===== config.mk =====
export PLATFORM = sky130hd
export DESIGN_NAME = fpdc_host
export DESIGN_NICKNAME = d
export VERILOG_FILES = /design/src/fpdc_pkg.sv /design/src/fpdc_host.sv
export SDC_FILE = /design/constraint.sdc
export NUM_CORES = 1
export LEC_CHECK = 0
export BUFFER_PORTS_ARGS = -buffer_cell sky130_fd_sc_hd__buf_2
export CAP_MARGIN = 30
export CORE_MARGIN = 3
export CORE_UTILIZATION = 45
export CTS_CLUSTER_SIZE = 28
export DETAILED_ROUTE_END_ITERATION = 8
export PLACE_DENSITY = 0.69
export SETUP_SLACK_MARGIN = 0.02
export SYNTH_ARGS = -nofsm -noshare
export SYNTH_HDL_FRONTEND = slang
export SYNTH_SLANG_ARGS = --single-unit

===== constraint.sdc =====
create_clock -name clock_i -period 5.82 [get_ports clock_i]
set_input_delay 0.582 -clock clock_i [delete_from_list [all_inputs] [get_ports clock_i]]
set_output_delay 0.582 -clock clock_i [all_outputs]
set_load 0.005 [all_outputs]

===== src/fpdc_pkg.sv =====
package fpdc_pkg;
  // device register map, byte addresses on the device port
  localparam logic [31:0] CODE_CTRL_ADDR = 32'hFFFF_E000;
  localparam logic [31:0] PROG_SEL_ADDR = 32'hFFFF_E004;
  localparam logic [31:0] ERASE_SEL_ADDR = 32'hFFFF_E008;
  localparam logic [31:0] KEY_ADDR = 32'hFFFF_E00C;
  localparam logic [31:0] DEST_REG_ADDR = 32'hFFFF_E010;
  localparam logic [31:0] VECTOR_BASE_ADDR = 32'hFFFF_E014;
  // field positions
  localparam int DL_REQ_BIT = 0;
  localparam int PROG_SEL_BIT = 0;
  localparam int DERR_BIT = 7;
  localparam int SERR_BIT = 2;
  localparam int KERR_BIT = 1;
  // values
  localparam logic [31:0] KEY_DOWNLOAD = 32'h0000_00A5;
  localparam logic [31:0] KEY_PROGRAM = 32'h0000_005A;
  localparam logic [31:0] KEY_CLEAR = 32'h0000_0000;
  localparam logic [31:0] VB_VALUE = 32'h8400_0000;
  localparam logic [31:0] RESULT_PRESET_WORD = 32'h0000_00FF;
  localparam logic [7:0] RESULT_PRESET = 8'hFF;
  localparam logic [7:0] RESULT_OK = 8'h00;
  localparam logic [31:0] PAD_WORD = 32'hFFFF_FFFF;
  localparam logic [31:0] PASS_BYTES = 32'h0000_0080;
  localparam logic [31:0] WORD_BYTES = 32'h0000_0004;
  localparam logic [31:0] INIT_OFS = 32'h0000_0020;
  localparam logic [31:0] PROG_OFS = 32'h0000_0010;
  localparam logic [31:0] STACK_MIN = 32'h0000_0080;
  localparam logic [2:0] NOP_LAST = 3'h3;
  localparam logic [3:0] SEL_ALL = 4'hF;
  localparam logic [3:0] SEL_LOW = 4'h1;
  // wishbone register offsets
  localparam logic [7:0] WB_CTRL = 8'h00;
  localparam logic [7:0] WB_STATUS = 8'h04;
  localparam logic [7:0] WB_DEST = 8'h08;
  localparam logic [7:0] WB_FADDR = 8'h0C;
  localparam logic [7:0] WB_SRC = 8'h10;
  localparam logic [7:0] WB_LEN = 8'h14;
  localparam logic [7:0] WB_FREQ = 8'h18;
  localparam logic [7:0] WB_UBR = 8'h1C;
  localparam logic [7:0] WB_STACK = 8'h20;
  localparam logic [7:0] WB_RET = 8'h24;
  // error codes
  localparam logic [2:0] ERR_NONE = 3'h0;
  localparam logic [2:0] ERR_SELECT = 3'h1;
  localparam logic [2:0] ERR_KEY = 3'h2;
  localparam logic [2:0] ERR_DEST = 3'h3;
  localparam logic [2:0] ERR_INIT = 3'h4;
  localparam logic [2:0] ERR_PROG = 3'h5;
  localparam logic [2:0] ERR_REFUSED = 3'h6;

  typedef enum logic [16:0] {
    S_IDLE = 17'h00001,
    S_SEL = 17'h00002,
    S_ESEL = 17'h00004,
    S_DEST = 17'h00008,
    S_KEYA = 17'h00010,
    S_VECT = 17'h00020,
    S_PRE = 17'h00040,
    S_REQ = 17'h00080,
    S_NOP = 17'h00100,
    S_RES = 17'h00200,
    S_KEYZ = 17'h00400,
    S_TDR = 17'h00800,
    S_INIT = 17'h01000,
    S_KEYP = 17'h02000,
    S_PASS = 17'h04000,
    S_PAD = 17'h08000,
    S_PROG = 17'h10000
  } fpdc_state_type;
endpackage


===== src/fpdc_host.sv =====
// Summary of operation
// - program in 128-byte passes, advance both pointers, pad short tail with ones.
// - request only with RAM emulation off, key loaded, issued from RAM.
// - load vector base with fixed value before requesting download.
// - preset result byte to a non-return value before requesting.
// - let four idle instruction slots pass after the request write.
// - keep other bus masters off the bus during download.
// - reserve at least 128 bytes of stack before requesting.
// - clear the key register to zero after the download returns.
// - pass zero user-branch address when no branch is wanted.
// - load programming key before calling the programming routine.
//
// Design decisions made here: register access over Wishbone and the register offsets.
module fpdc_host (
  // clock and reset
  input wire logic clock_i,
  input wire logic rstn_i,
  // wishbone slave
  input wire logic wb_cyc_i,
  input wire logic wb_stb_i,
  input wire logic wb_we_i,
  input wire logic [7:0] wb_adr_i,
  input wire logic [31:0] wb_dat_i,
  input wire logic [3:0] wb_sel_i,
  output logic wb_ack_o,
  output logic [31:0] wb_dat_o,
  // device register and RAM port
  output logic dev_req_o,
  output logic dev_we_o,
  output logic [31:0] dev_addr_o,
  output logic [31:0] dev_wdata_o,
  output logic [3:0] dev_sel_o,
  input wire logic dev_ack_i,
  input wire logic [31:0] dev_rdata_i,
  // routine call port
  output logic call_req_o,
  output logic [31:0] call_addr_o,
  output logic [31:0] call_arg4_o,
  output logic [31:0] call_arg5_o,
  input wire logic call_done_i,
  input wire logic [31:0] call_ret_i,
  // system
  input wire logic ram_emulation_i,
  output logic bus_hold_o
);

  typedef struct packed {
    fpdc_pkg::fpdc_state_type st;
    logic wb_ack;
    logic [31:0] wb_dat;
    logic dev_req;
    logic dev_we;
    logic [31:0] dev_addr;
    logic [31:0] dev_wdata;
    logic [3:0] dev_sel;
    logic call_req;
    logic [31:0] call_addr;
    logic [31:0] call_arg4;
    logic [31:0] call_arg5;
    logic bus_hold;
    logic [31:0] dest;
    logic [31:0] faddr;
    logic [31:0] src;
    logic [31:0] len;
    logic [31:0] freq;
    logic [31:0] ubr;
    logic [31:0] stack;
    logic [31:0] ret;
    logic [31:0] rem;
    logic [31:0] pad;
    logic [7:0] result;
    logic [2:0] err;
    logic derr;
    logic busy;
    logic done;
    logic [2:0] cnt;
  } fpdc_regs_type;

  fpdc_regs_type s;
  fpdc_regs_type next_s;

  function automatic logic [31:0] fpdc_merge(input logic [31:0] old, input logic [31:0] val,
                                             input logic [3:0] sel);
    logic [31:0] r;
    r = old;
    for (int i = 0; i < 4; i++) begin
      if (sel[i]) begin
        r[i*8 +: 8] = val[i*8 +: 8];
      end
    end
    return r;
  endfunction

  logic op_go;
  logic op_we;
  logic [31:0] op_addr;
  logic [31:0] op_data;
  logic [3:0] op_sel;
  logic op_done;
  logic call_fin;
  logic [31:0] status;
  logic [31:0] pass_len;

  always_comb begin
    next_s = s;
    op_go = 1'b0;
    op_we = 1'b1;
    op_addr = 32'h0000_0000;
    op_data = 32'h0000_0000;
    op_sel = fpdc_pkg::SEL_ALL;
    op_done = s.dev_req && dev_ack_i;
    call_fin = s.call_req && call_done_i;
    pass_len = (s.rem < fpdc_pkg::PASS_BYTES) ? s.rem : fpdc_pkg::PASS_BYTES;
    status = {16'h0000, s.result, 2'b00, s.derr, s.err, s.done, s.busy};
    next_s.wb_ack = 1'b0;

    // wishbone slave, one wait cycle, ack dropped after one cycle
    if (wb_cyc_i && wb_stb_i && !s.wb_ack) begin
      next_s.wb_ack = 1'b1;
      case (wb_adr_i)
        fpdc_pkg::WB_STATUS: next_s.wb_dat = status;
        fpdc_pkg::WB_DEST: next_s.wb_dat = s.dest;
        fpdc_pkg::WB_FADDR: next_s.wb_dat = s.faddr;
        fpdc_pkg::WB_SRC: next_s.wb_dat = s.src;
        fpdc_pkg::WB_LEN: next_s.wb_dat = s.len;
        fpdc_pkg::WB_FREQ: next_s.wb_dat = s.freq;
        fpdc_pkg::WB_UBR: next_s.wb_dat = s.ubr;
        fpdc_pkg::WB_STACK: next_s.wb_dat = s.stack;
        fpdc_pkg::WB_RET: next_s.wb_dat = s.ret;
        default: next_s.wb_dat = 32'h0000_0000;
      endcase
      // configuration is frozen while a job runs
      if (wb_we_i && !s.busy) begin
        case (wb_adr_i)
          fpdc_pkg::WB_DEST: next_s.dest = fpdc_merge(s.dest, wb_dat_i, wb_sel_i);
          fpdc_pkg::WB_FADDR: next_s.faddr = fpdc_merge(s.faddr, wb_dat_i, wb_sel_i);
          fpdc_pkg::WB_SRC: next_s.src = fpdc_merge(s.src, wb_dat_i, wb_sel_i);
          fpdc_pkg::WB_LEN: next_s.len = fpdc_merge(s.len, wb_dat_i, wb_sel_i);
          fpdc_pkg::WB_FREQ: next_s.freq = fpdc_merge(s.freq, wb_dat_i, wb_sel_i);
          fpdc_pkg::WB_UBR: next_s.ubr = fpdc_merge(s.ubr, wb_dat_i, wb_sel_i);
          fpdc_pkg::WB_STACK: next_s.stack = fpdc_merge(s.stack, wb_dat_i, wb_sel_i);
          fpdc_pkg::WB_CTRL: begin
            if (wb_sel_i[0] && wb_dat_i[0]) begin
              next_s.done = 1'b0;
              next_s.err = fpdc_pkg::ERR_NONE;
              next_s.derr = 1'b0;
              next_s.result = 8'h00;
              next_s.ret = 32'h0000_0000;
              if (ram_emulation_i || (s.stack < fpdc_pkg::STACK_MIN) || (s.len == 0)) begin
                next_s.err = fpdc_pkg::ERR_REFUSED;
                next_s.done = 1'b1;
              end else begin
                next_s.busy = 1'b1;
                next_s.rem = s.len;
                next_s.st = fpdc_pkg::S_SEL;
              end
            end
          end
          default: ;
        endcase
      end
    end

    case (s.st)
      fpdc_pkg::S_IDLE: ;
      fpdc_pkg::S_SEL: begin
        op_go = 1'b1;
        op_addr = fpdc_pkg::PROG_SEL_ADDR;
        op_data = 32'h0000_0001 << fpdc_pkg::PROG_SEL_BIT;
        if (op_done) begin
          next_s.st = fpdc_pkg::S_ESEL;
        end
      end
      fpdc_pkg::S_ESEL: begin
        // only the programming routine may be selected
        op_go = 1'b1;
        op_addr = fpdc_pkg::ERASE_SEL_ADDR;
        if (op_done) begin
          next_s.st = fpdc_pkg::S_DEST;
        end
      end
      fpdc_pkg::S_DEST: begin
        op_go = 1'b1;
        op_addr = fpdc_pkg::DEST_REG_ADDR;
        op_data = s.dest;
        if (op_done) begin
          next_s.st = fpdc_pkg::S_KEYA;
        end
      end
      fpdc_pkg::S_KEYA: begin
        op_go = 1'b1;
        op_addr = fpdc_pkg::KEY_ADDR;
        op_data = fpdc_pkg::KEY_DOWNLOAD;
        if (op_done) begin
          next_s.st = fpdc_pkg::S_VECT;
        end
      end
      fpdc_pkg::S_VECT: begin
        op_go = 1'b1;
        op_addr = fpdc_pkg::VECTOR_BASE_ADDR;
        op_data = fpdc_pkg::VB_VALUE;
        if (op_done) begin
          next_s.st = fpdc_pkg::S_PRE;
        end
      end
      fpdc_pkg::S_PRE: begin
        op_go = 1'b1;
        op_addr = s.dest;
        op_data = fpdc_pkg::RESULT_PRESET_WORD;
        op_sel = fpdc_pkg::SEL_LOW;
        if (op_done) begin
          next_s.st = fpdc_pkg::S_REQ;
          next_s.bus_hold = 1'b1;
        end
      end
      fpdc_pkg::S_REQ: begin
        op_go = 1'b1;
        op_addr = fpdc_pkg::CODE_CTRL_ADDR;
        op_data = 32'h0000_0001 << fpdc_pkg::DL_REQ_BIT;
        if (op_done) begin
          next_s.st = fpdc_pkg::S_NOP;
          next_s.cnt = 3'h0;
        end
      end
      fpdc_pkg::S_NOP: begin
        next_s.cnt = s.cnt + 3'h1;
        if (s.cnt == fpdc_pkg::NOP_LAST) begin
          next_s.st = fpdc_pkg::S_RES;
        end
      end
      fpdc_pkg::S_RES: begin
        // request bit is not polled: it never reads back as one
        op_go = 1'b1;
        op_we = 1'b0;
        op_addr = s.dest;
        if (op_done) begin
          next_s.result = dev_rdata_i[7:0];
          next_s.bus_hold = 1'b0;
          next_s.st = fpdc_pkg::S_KEYZ;
        end
      end
      fpdc_pkg::S_KEYZ: begin
        op_go = 1'b1;
        op_addr = fpdc_pkg::KEY_ADDR;
        op_data = fpdc_pkg::KEY_CLEAR;
        if (op_done) begin
          if (s.result == fpdc_pkg::RESULT_OK) begin
            next_s.st = fpdc_pkg::S_INIT;
          end else if (s.result == fpdc_pkg::RESULT_PRESET) begin
            next_s.st = fpdc_pkg::S_TDR;
          end else begin
            next_s.err = s.result[fpdc_pkg::SERR_BIT] ? fpdc_pkg::ERR_SELECT
                                                    : fpdc_pkg::ERR_KEY;
            next_s.busy = 1'b0;
            next_s.done = 1'b1;
            next_s.st = fpdc_pkg::S_IDLE;
          end
        end
      end
      fpdc_pkg::S_TDR: begin
        op_go = 1'b1;
        op_we = 1'b0;
        op_addr = fpdc_pkg::DEST_REG_ADDR;
        if (op_done) begin
          next_s.derr = dev_rdata_i[fpdc_pkg::DERR_BIT];
          next_s.err = fpdc_pkg::ERR_DEST;
          next_s.busy = 1'b0;
          next_s.done = 1'b1;
          next_s.st = fpdc_pkg::S_IDLE;
        end
      end
      fpdc_pkg::S_INIT: begin
        if (!s.call_req) begin
          next_s.call_req = 1'b1;
          next_s.call_addr = s.dest + fpdc_pkg::INIT_OFS;
          next_s.call_arg4 = s.freq;
          next_s.call_arg5 = s.ubr;
        end else if (call_fin) begin
          next_s.call_req = 1'b0;
          next_s.ret = call_ret_i;
          if (call_ret_i != 32'h0000_0000) begin
            next_s.err = fpdc_pkg::ERR_INIT;
            next_s.busy = 1'b0;
            next_s.done = 1'b1;
            next_s.st = fpdc_pkg::S_IDLE;
          end else begin
            next_s.st = fpdc_pkg::S_KEYP;
          end
        end
      end
      fpdc_pkg::S_KEYP: begin
        op_go = 1'b1;
        op_addr = fpdc_pkg::KEY_ADDR;
        op_data = fpdc_pkg::KEY_PROGRAM;
        if (op_done) begin
          next_s.st = fpdc_pkg::S_PASS;
        end
      end
      fpdc_pkg::S_PASS: begin
        next_s.pad = s.src + s.rem;
        if (s.rem < fpdc_pkg::PASS_BYTES) begin
          next_s.st = fpdc_pkg::S_PAD;
        end else begin
          next_s.st = fpdc_pkg::S_PROG;
        end
      end
      fpdc_pkg::S_PAD: begin
        // tail of a short pass is filled with erased-state words
        op_go = 1'b1;
        op_addr = s.pad;
        op_data = fpdc_pkg::PAD_WORD;
        if (op_done) begin
          next_s.pad = s.pad + fpdc_pkg::WORD_BYTES;
          if (s.pad + fpdc_pkg::WORD_BYTES >= s.src + fpdc_pkg::PASS_BYTES) begin
            next_s.st = fpdc_pkg::S_PROG;
          end
        end
      end
      fpdc_pkg::S_PROG: begin
        if (!s.call_req) begin
          next_s.call_req = 1'b1;
          next_s.bus_hold = 1'b1;
          next_s.call_addr = s.dest + fpdc_pkg::PROG_OFS;
          next_s.call_arg4 = s.src;
          next_s.call_arg5 = s.faddr;
        end else if (call_fin) begin
          next_s.call_req = 1'b0;
          next_s.bus_hold = 1'b0;
          next_s.ret = call_ret_i;
          next_s.src = s.src + fpdc_pkg::PASS_BYTES;
          next_s.faddr = s.faddr + fpdc_pkg::PASS_BYTES;
          next_s.rem = s.rem - pass_len;
          next_s.st = fpdc_pkg::S_KEYZ;
          if (call_ret_i != 32'h0000_0000) begin
            next_s.err = fpdc_pkg::ERR_PROG;
            next_s.rem = 32'h0000_0000;
          end else if (s.rem != pass_len) begin
            next_s.st = fpdc_pkg::S_PASS;
          end
        end
      end
      default: next_s.st = fpdc_pkg::S_IDLE;
    endcase

    // after the last pass the key is cleared through the same state
    if (s.st == fpdc_pkg::S_KEYZ && s.rem == 32'h0000_0000 && op_done) begin
      next_s.result = RESULT_OK_OR(s);
      next_s.busy = 1'b0;
      next_s.done = 1'b1;
      next_s.st = fpdc_pkg::S_IDLE;
    end

    if (op_go && !s.dev_req) begin
      next_s.dev_req = 1'b1;
      next_s.dev_we = op_we;
      next_s.dev_addr = op_addr;
      next_s.dev_wdata = op_data;
      next_s.dev_sel = op_sel;
    end
    if (op_done) begin
      next_s.dev_req = 1'b0;
    end
  end

  function automatic logic [7:0] RESULT_OK_OR(input fpdc_regs_type r);
    return (r.err == fpdc_pkg::ERR_NONE) ? fpdc_pkg::RESULT_OK : r.result;
  endfunction

  always_ff @(posedge clock_i or negedge rstn_i) begin
    if (!rstn_i) begin
      s <= '0;
      s.st <= fpdc_pkg::S_IDLE;
      s.stack <= fpdc_pkg::STACK_MIN;
    end else begin
      s <= next_s;
    end
  end

  assign wb_ack_o = s.wb_ack;
  assign wb_dat_o = s.wb_dat;
  assign dev_req_o = s.dev_req;
  assign dev_we_o = s.dev_we;
  assign dev_addr_o = s.dev_addr;
  assign dev_wdata_o = s.dev_wdata;
  assign dev_sel_o = s.dev_sel;
  assign call_req_o = s.call_req;
  assign call_addr_o = s.call_addr;
  assign call_arg4_o = s.call_arg4;
  assign call_arg5_o = s.call_arg5;
  assign bus_hold_o = s.bus_hold;

endmodule // fpdc_host


==> run metrics <==
hold path startpoint=call_ret_i[28]; Mapped Avg Cell Area=9.49 sq um; CTS H-tree lvls=2; Num CTS Buffers=59; vias=between 20000 and 30000; cell total after placement=4211; Logic pwr share=0.048; cell internal pwr=around 6 mW; Seq pwr share=0.479; unrepaired setup endpoints after global routing=false; Mapped Cells=around 3300; router iterations before antenna repair=6; most frequent cells in the layout=dfrtp_1 (551), nand2_1 (402), buf_2 (292); initial antenna violation count=11; Mapped Nets=between 3000 and 4000; FFs w/ async S/R, synth=1.00; Hold Path Sink=s[109]; Leak Pwr=approximately 16 nW; Hold Path Class=in -> reg; normalized max-slew margin=0.237; final setup vio count=0; status=completed; CP Class=reg -> reg; Setup crit end kind=register; Mapped Area=about 0.031 sq mm; Tmin final=approximately 4700 ps; worst hold stages=3; total core area=0.0688 sq mm; CTS tree=done; Period Utilization, post-route=0.804; vias in the first global route=around 26000; Placer Congestion=between 0.9 and 1; Area Overhead vs Synth=9.60%; final WL=between 100 and 150 mm; NumNets Final=between 3000 and 4000; most common cell after layout, fill and taps aside=dfrtp_1; Final Skew=around 55 ps; Max Freq=between 200 and 250 MHz; CP bufs+invs=1; Req. time, crit path=approximately 6400 ps; CTS root buffer=clkbuf_16; Detail Placement HPWL=82.0 mm; Crit path max-delay family=compound AO/OA/AOI/OAI gates; total gr overflow=0; arrival time worst endpoint=5270 ps; Post-Layout Cell Count=between 4000 and 5000; CP max stage delay=approximately 600 ps; post-route cell area=about 0.034 sq mm; Slew Limit Fails=0; Cell Chain, Critical Path=ha_1, nand2_1, nor3_1, buf_4, nand3_1, nor2_1, xnor2_1, ha_1, a21o_1, a21oi_1, o21ai_0, a31o_2, a21oi_1, o211ai_1, a31oi_1, a211o_1, a32oi_1, nor2_1; measured slew at the worst slew-check pin=roughly 1100 ps; Startpoint Class=register; worst r2r src=s[248]; die width=about 270 um; r2r setup slk=1140 ps; initial core utilization=0.455; final hold violation count=0; Layout fillers=around 6400; Post-synth EDFFs=0; # IOs=317; Total Routing Usage GR=0.298; Post-CTS Setup Bufs=0; first-pass GRT wire length=around 170 mm; # port buffers=a little under 300; most used flip-flop cell after synthesis=dfrtp_1; share of layout cells above drive strength 1=0.202; DP Area=around 0.032 sq mm; P per Cell Area=about 240 mW/mm^2; pin count of the biggest net entering global routing=164; worst-skew pair later-pin latency=about 660 ps; height of the die=approximately 270 um; reg2reg path depth=18; P_sw=between 1.5 and 2 mW; CP max-delay cell=dfrtp_1; clock group share of total power=0.473; synth warn=0; die area=about 0.073 sq mm; Net Sw Frac=0.245; # rows=between 90 and 100; Cell variety after synth=87; maximum buffer depth of the clock tree=3; Detail Route Antenna Nets=0; vias per cell=roughly 6.2; DR iter-0 viols=about 3100; WL/cell=roughly 26 um; MaxCap Viol Count=0; RR Endpoint=s[550]; Setup Total Neg Slack=0 ps; Peak VDD IR=between 0.0002 and 0.00025 V; Seq/Total Area, Yosys=0.442; drt drc=0; CTS Sinks=between 500 and 600; clock slew at reported path FFs=~70 ps; register bit total from synthesis=between 500 and 600; CP Max Fanout=9
state kept, by name, indices dropped and copies added (netlist names):
name         count
s              354
call_addr_o     32
call_arg4_o     32
call_arg5_o     32
dev_addr_o      32
dev_wdata_o     32
wb_dat_o        32
dev_sel_o        2
bus_hold_o       1
call_req_o       1
dev_req_o        1
dev_we_o         1
wb_ack_o         1
layer usage:
layer | up-vias | GRT usage | wire [um]
li1 | 11833 | - | -
met1 | 13051 | 0.384 | 43900
met2 | 1459 | 0.467 | 49500
met3 | 347 | 0.0784 | 11500
met4 | 8 | 0.141 | 6570
met5 | - | 0 | 48
stage by stage:
step	util	total power [mW]	setup slack (ps)	hold slack (ps)
5_1_grt	0.499	8.35	839	143
4_1_cts	0.499	8.16	1270	114
2_1_floorplan	-	4.12	1870	286
6_report	0.499	8.13	1140	138
3_5_place_dp	0.470	4.35	1330	448
3_3_place_gp	0.469	4.34	1380	446
worst min-delay path, cell delays in order:
cell and delay (ps):
buf_2 90, nand2_1 40, o21ai_0 50
logic make-up (layout without fill, tap and decap cells):
| group | after synthesis | in the layout | share of synthesized area |
|---|---|---|---|
| simple gates | 1049 | 1049 | 0.159 |
| compound gates | 822 | 822 | 0.166 |
| flops | 553 | 553 | 0.442 |
| buf+inv | 412 | 502 | 0.0757 |
| mux | 286 | 286 | 0.0990 |
| xor+xnor | 108 | 108 | 0.0302 |
| fa+ha+maj | 72 | 72 | 0.0290 |
| other cells | 1 | 3 | 0.000120 |
power by group through the flow:
stage / clock network (mW) / logic [mW] / registers [mW]
detailed placement: 0 / 0.385 / 3.96
floorplan: 0 / 0.168 / 3.95
global placement: 0 / 0.385 / 3.96
CTS: 3.88 / 0.387 / 3.89
finish: 3.85 / 0.391 / 3.89
global route: 4.03 / 0.427 / 3.89
layout make-up:
type	instances	area, sq um	area share
Antenna cell	2	5.00	0.000146
Timing Repair Buffer	350	2020	0.0588
Inverter	40	150	0.00437
Multi-Input combinational cell	2338	15200	0.442
Clock inverter	28	294	0.00856
Sequential cell	553	13800	0.403
Tap cell	931	1160	0.0339
Clock buffer	84	1680	0.0489
synthesized netlist by cell type (30+ instances only):
cell	instances	area, sq um
nor4_1	36	225
clkbuf_1	117	439
o21ai_0	258	1290
buf_2	41	205
nand4_1	40	250
o21ai_1	30	150
xor2_1	55	482
inv_1	40	150
mux2_2	175	1970
dfrtp_1	551	13800
xnor2_1	53	464
ha_1	71	888
buf_4	196	1470
nor3_1	56	280
a221oi_1	33	289
a21oi_1	202	1010
a22oi_1	40	300
nand2_1	403	1510
nand3_1	108	541
mux2i_1	107	1070
nor2_1	246	923
a22o_1	50	438
timing repair:
action                                 in CTS  in global routing
endpoints found under the hold margin      13                  0
resized for setup                           0                  0
hold buffers                                1                  0
worst max-delay path by stage:
stage	start	end	slack (ps)	cells past startpoint
finish	s[248]	s[550]	1140	18
floorplan	s[25]	s[548]	1870	17
global route	s[21]	s[548]	840	15
detailed placement	s[248]	s[550]	1330	18
CTS	s[248]	s[548]	1270	18
global placement	s[248]	s[550]	1380	18
Note: power is estimated with default switching activity, not from simulation.
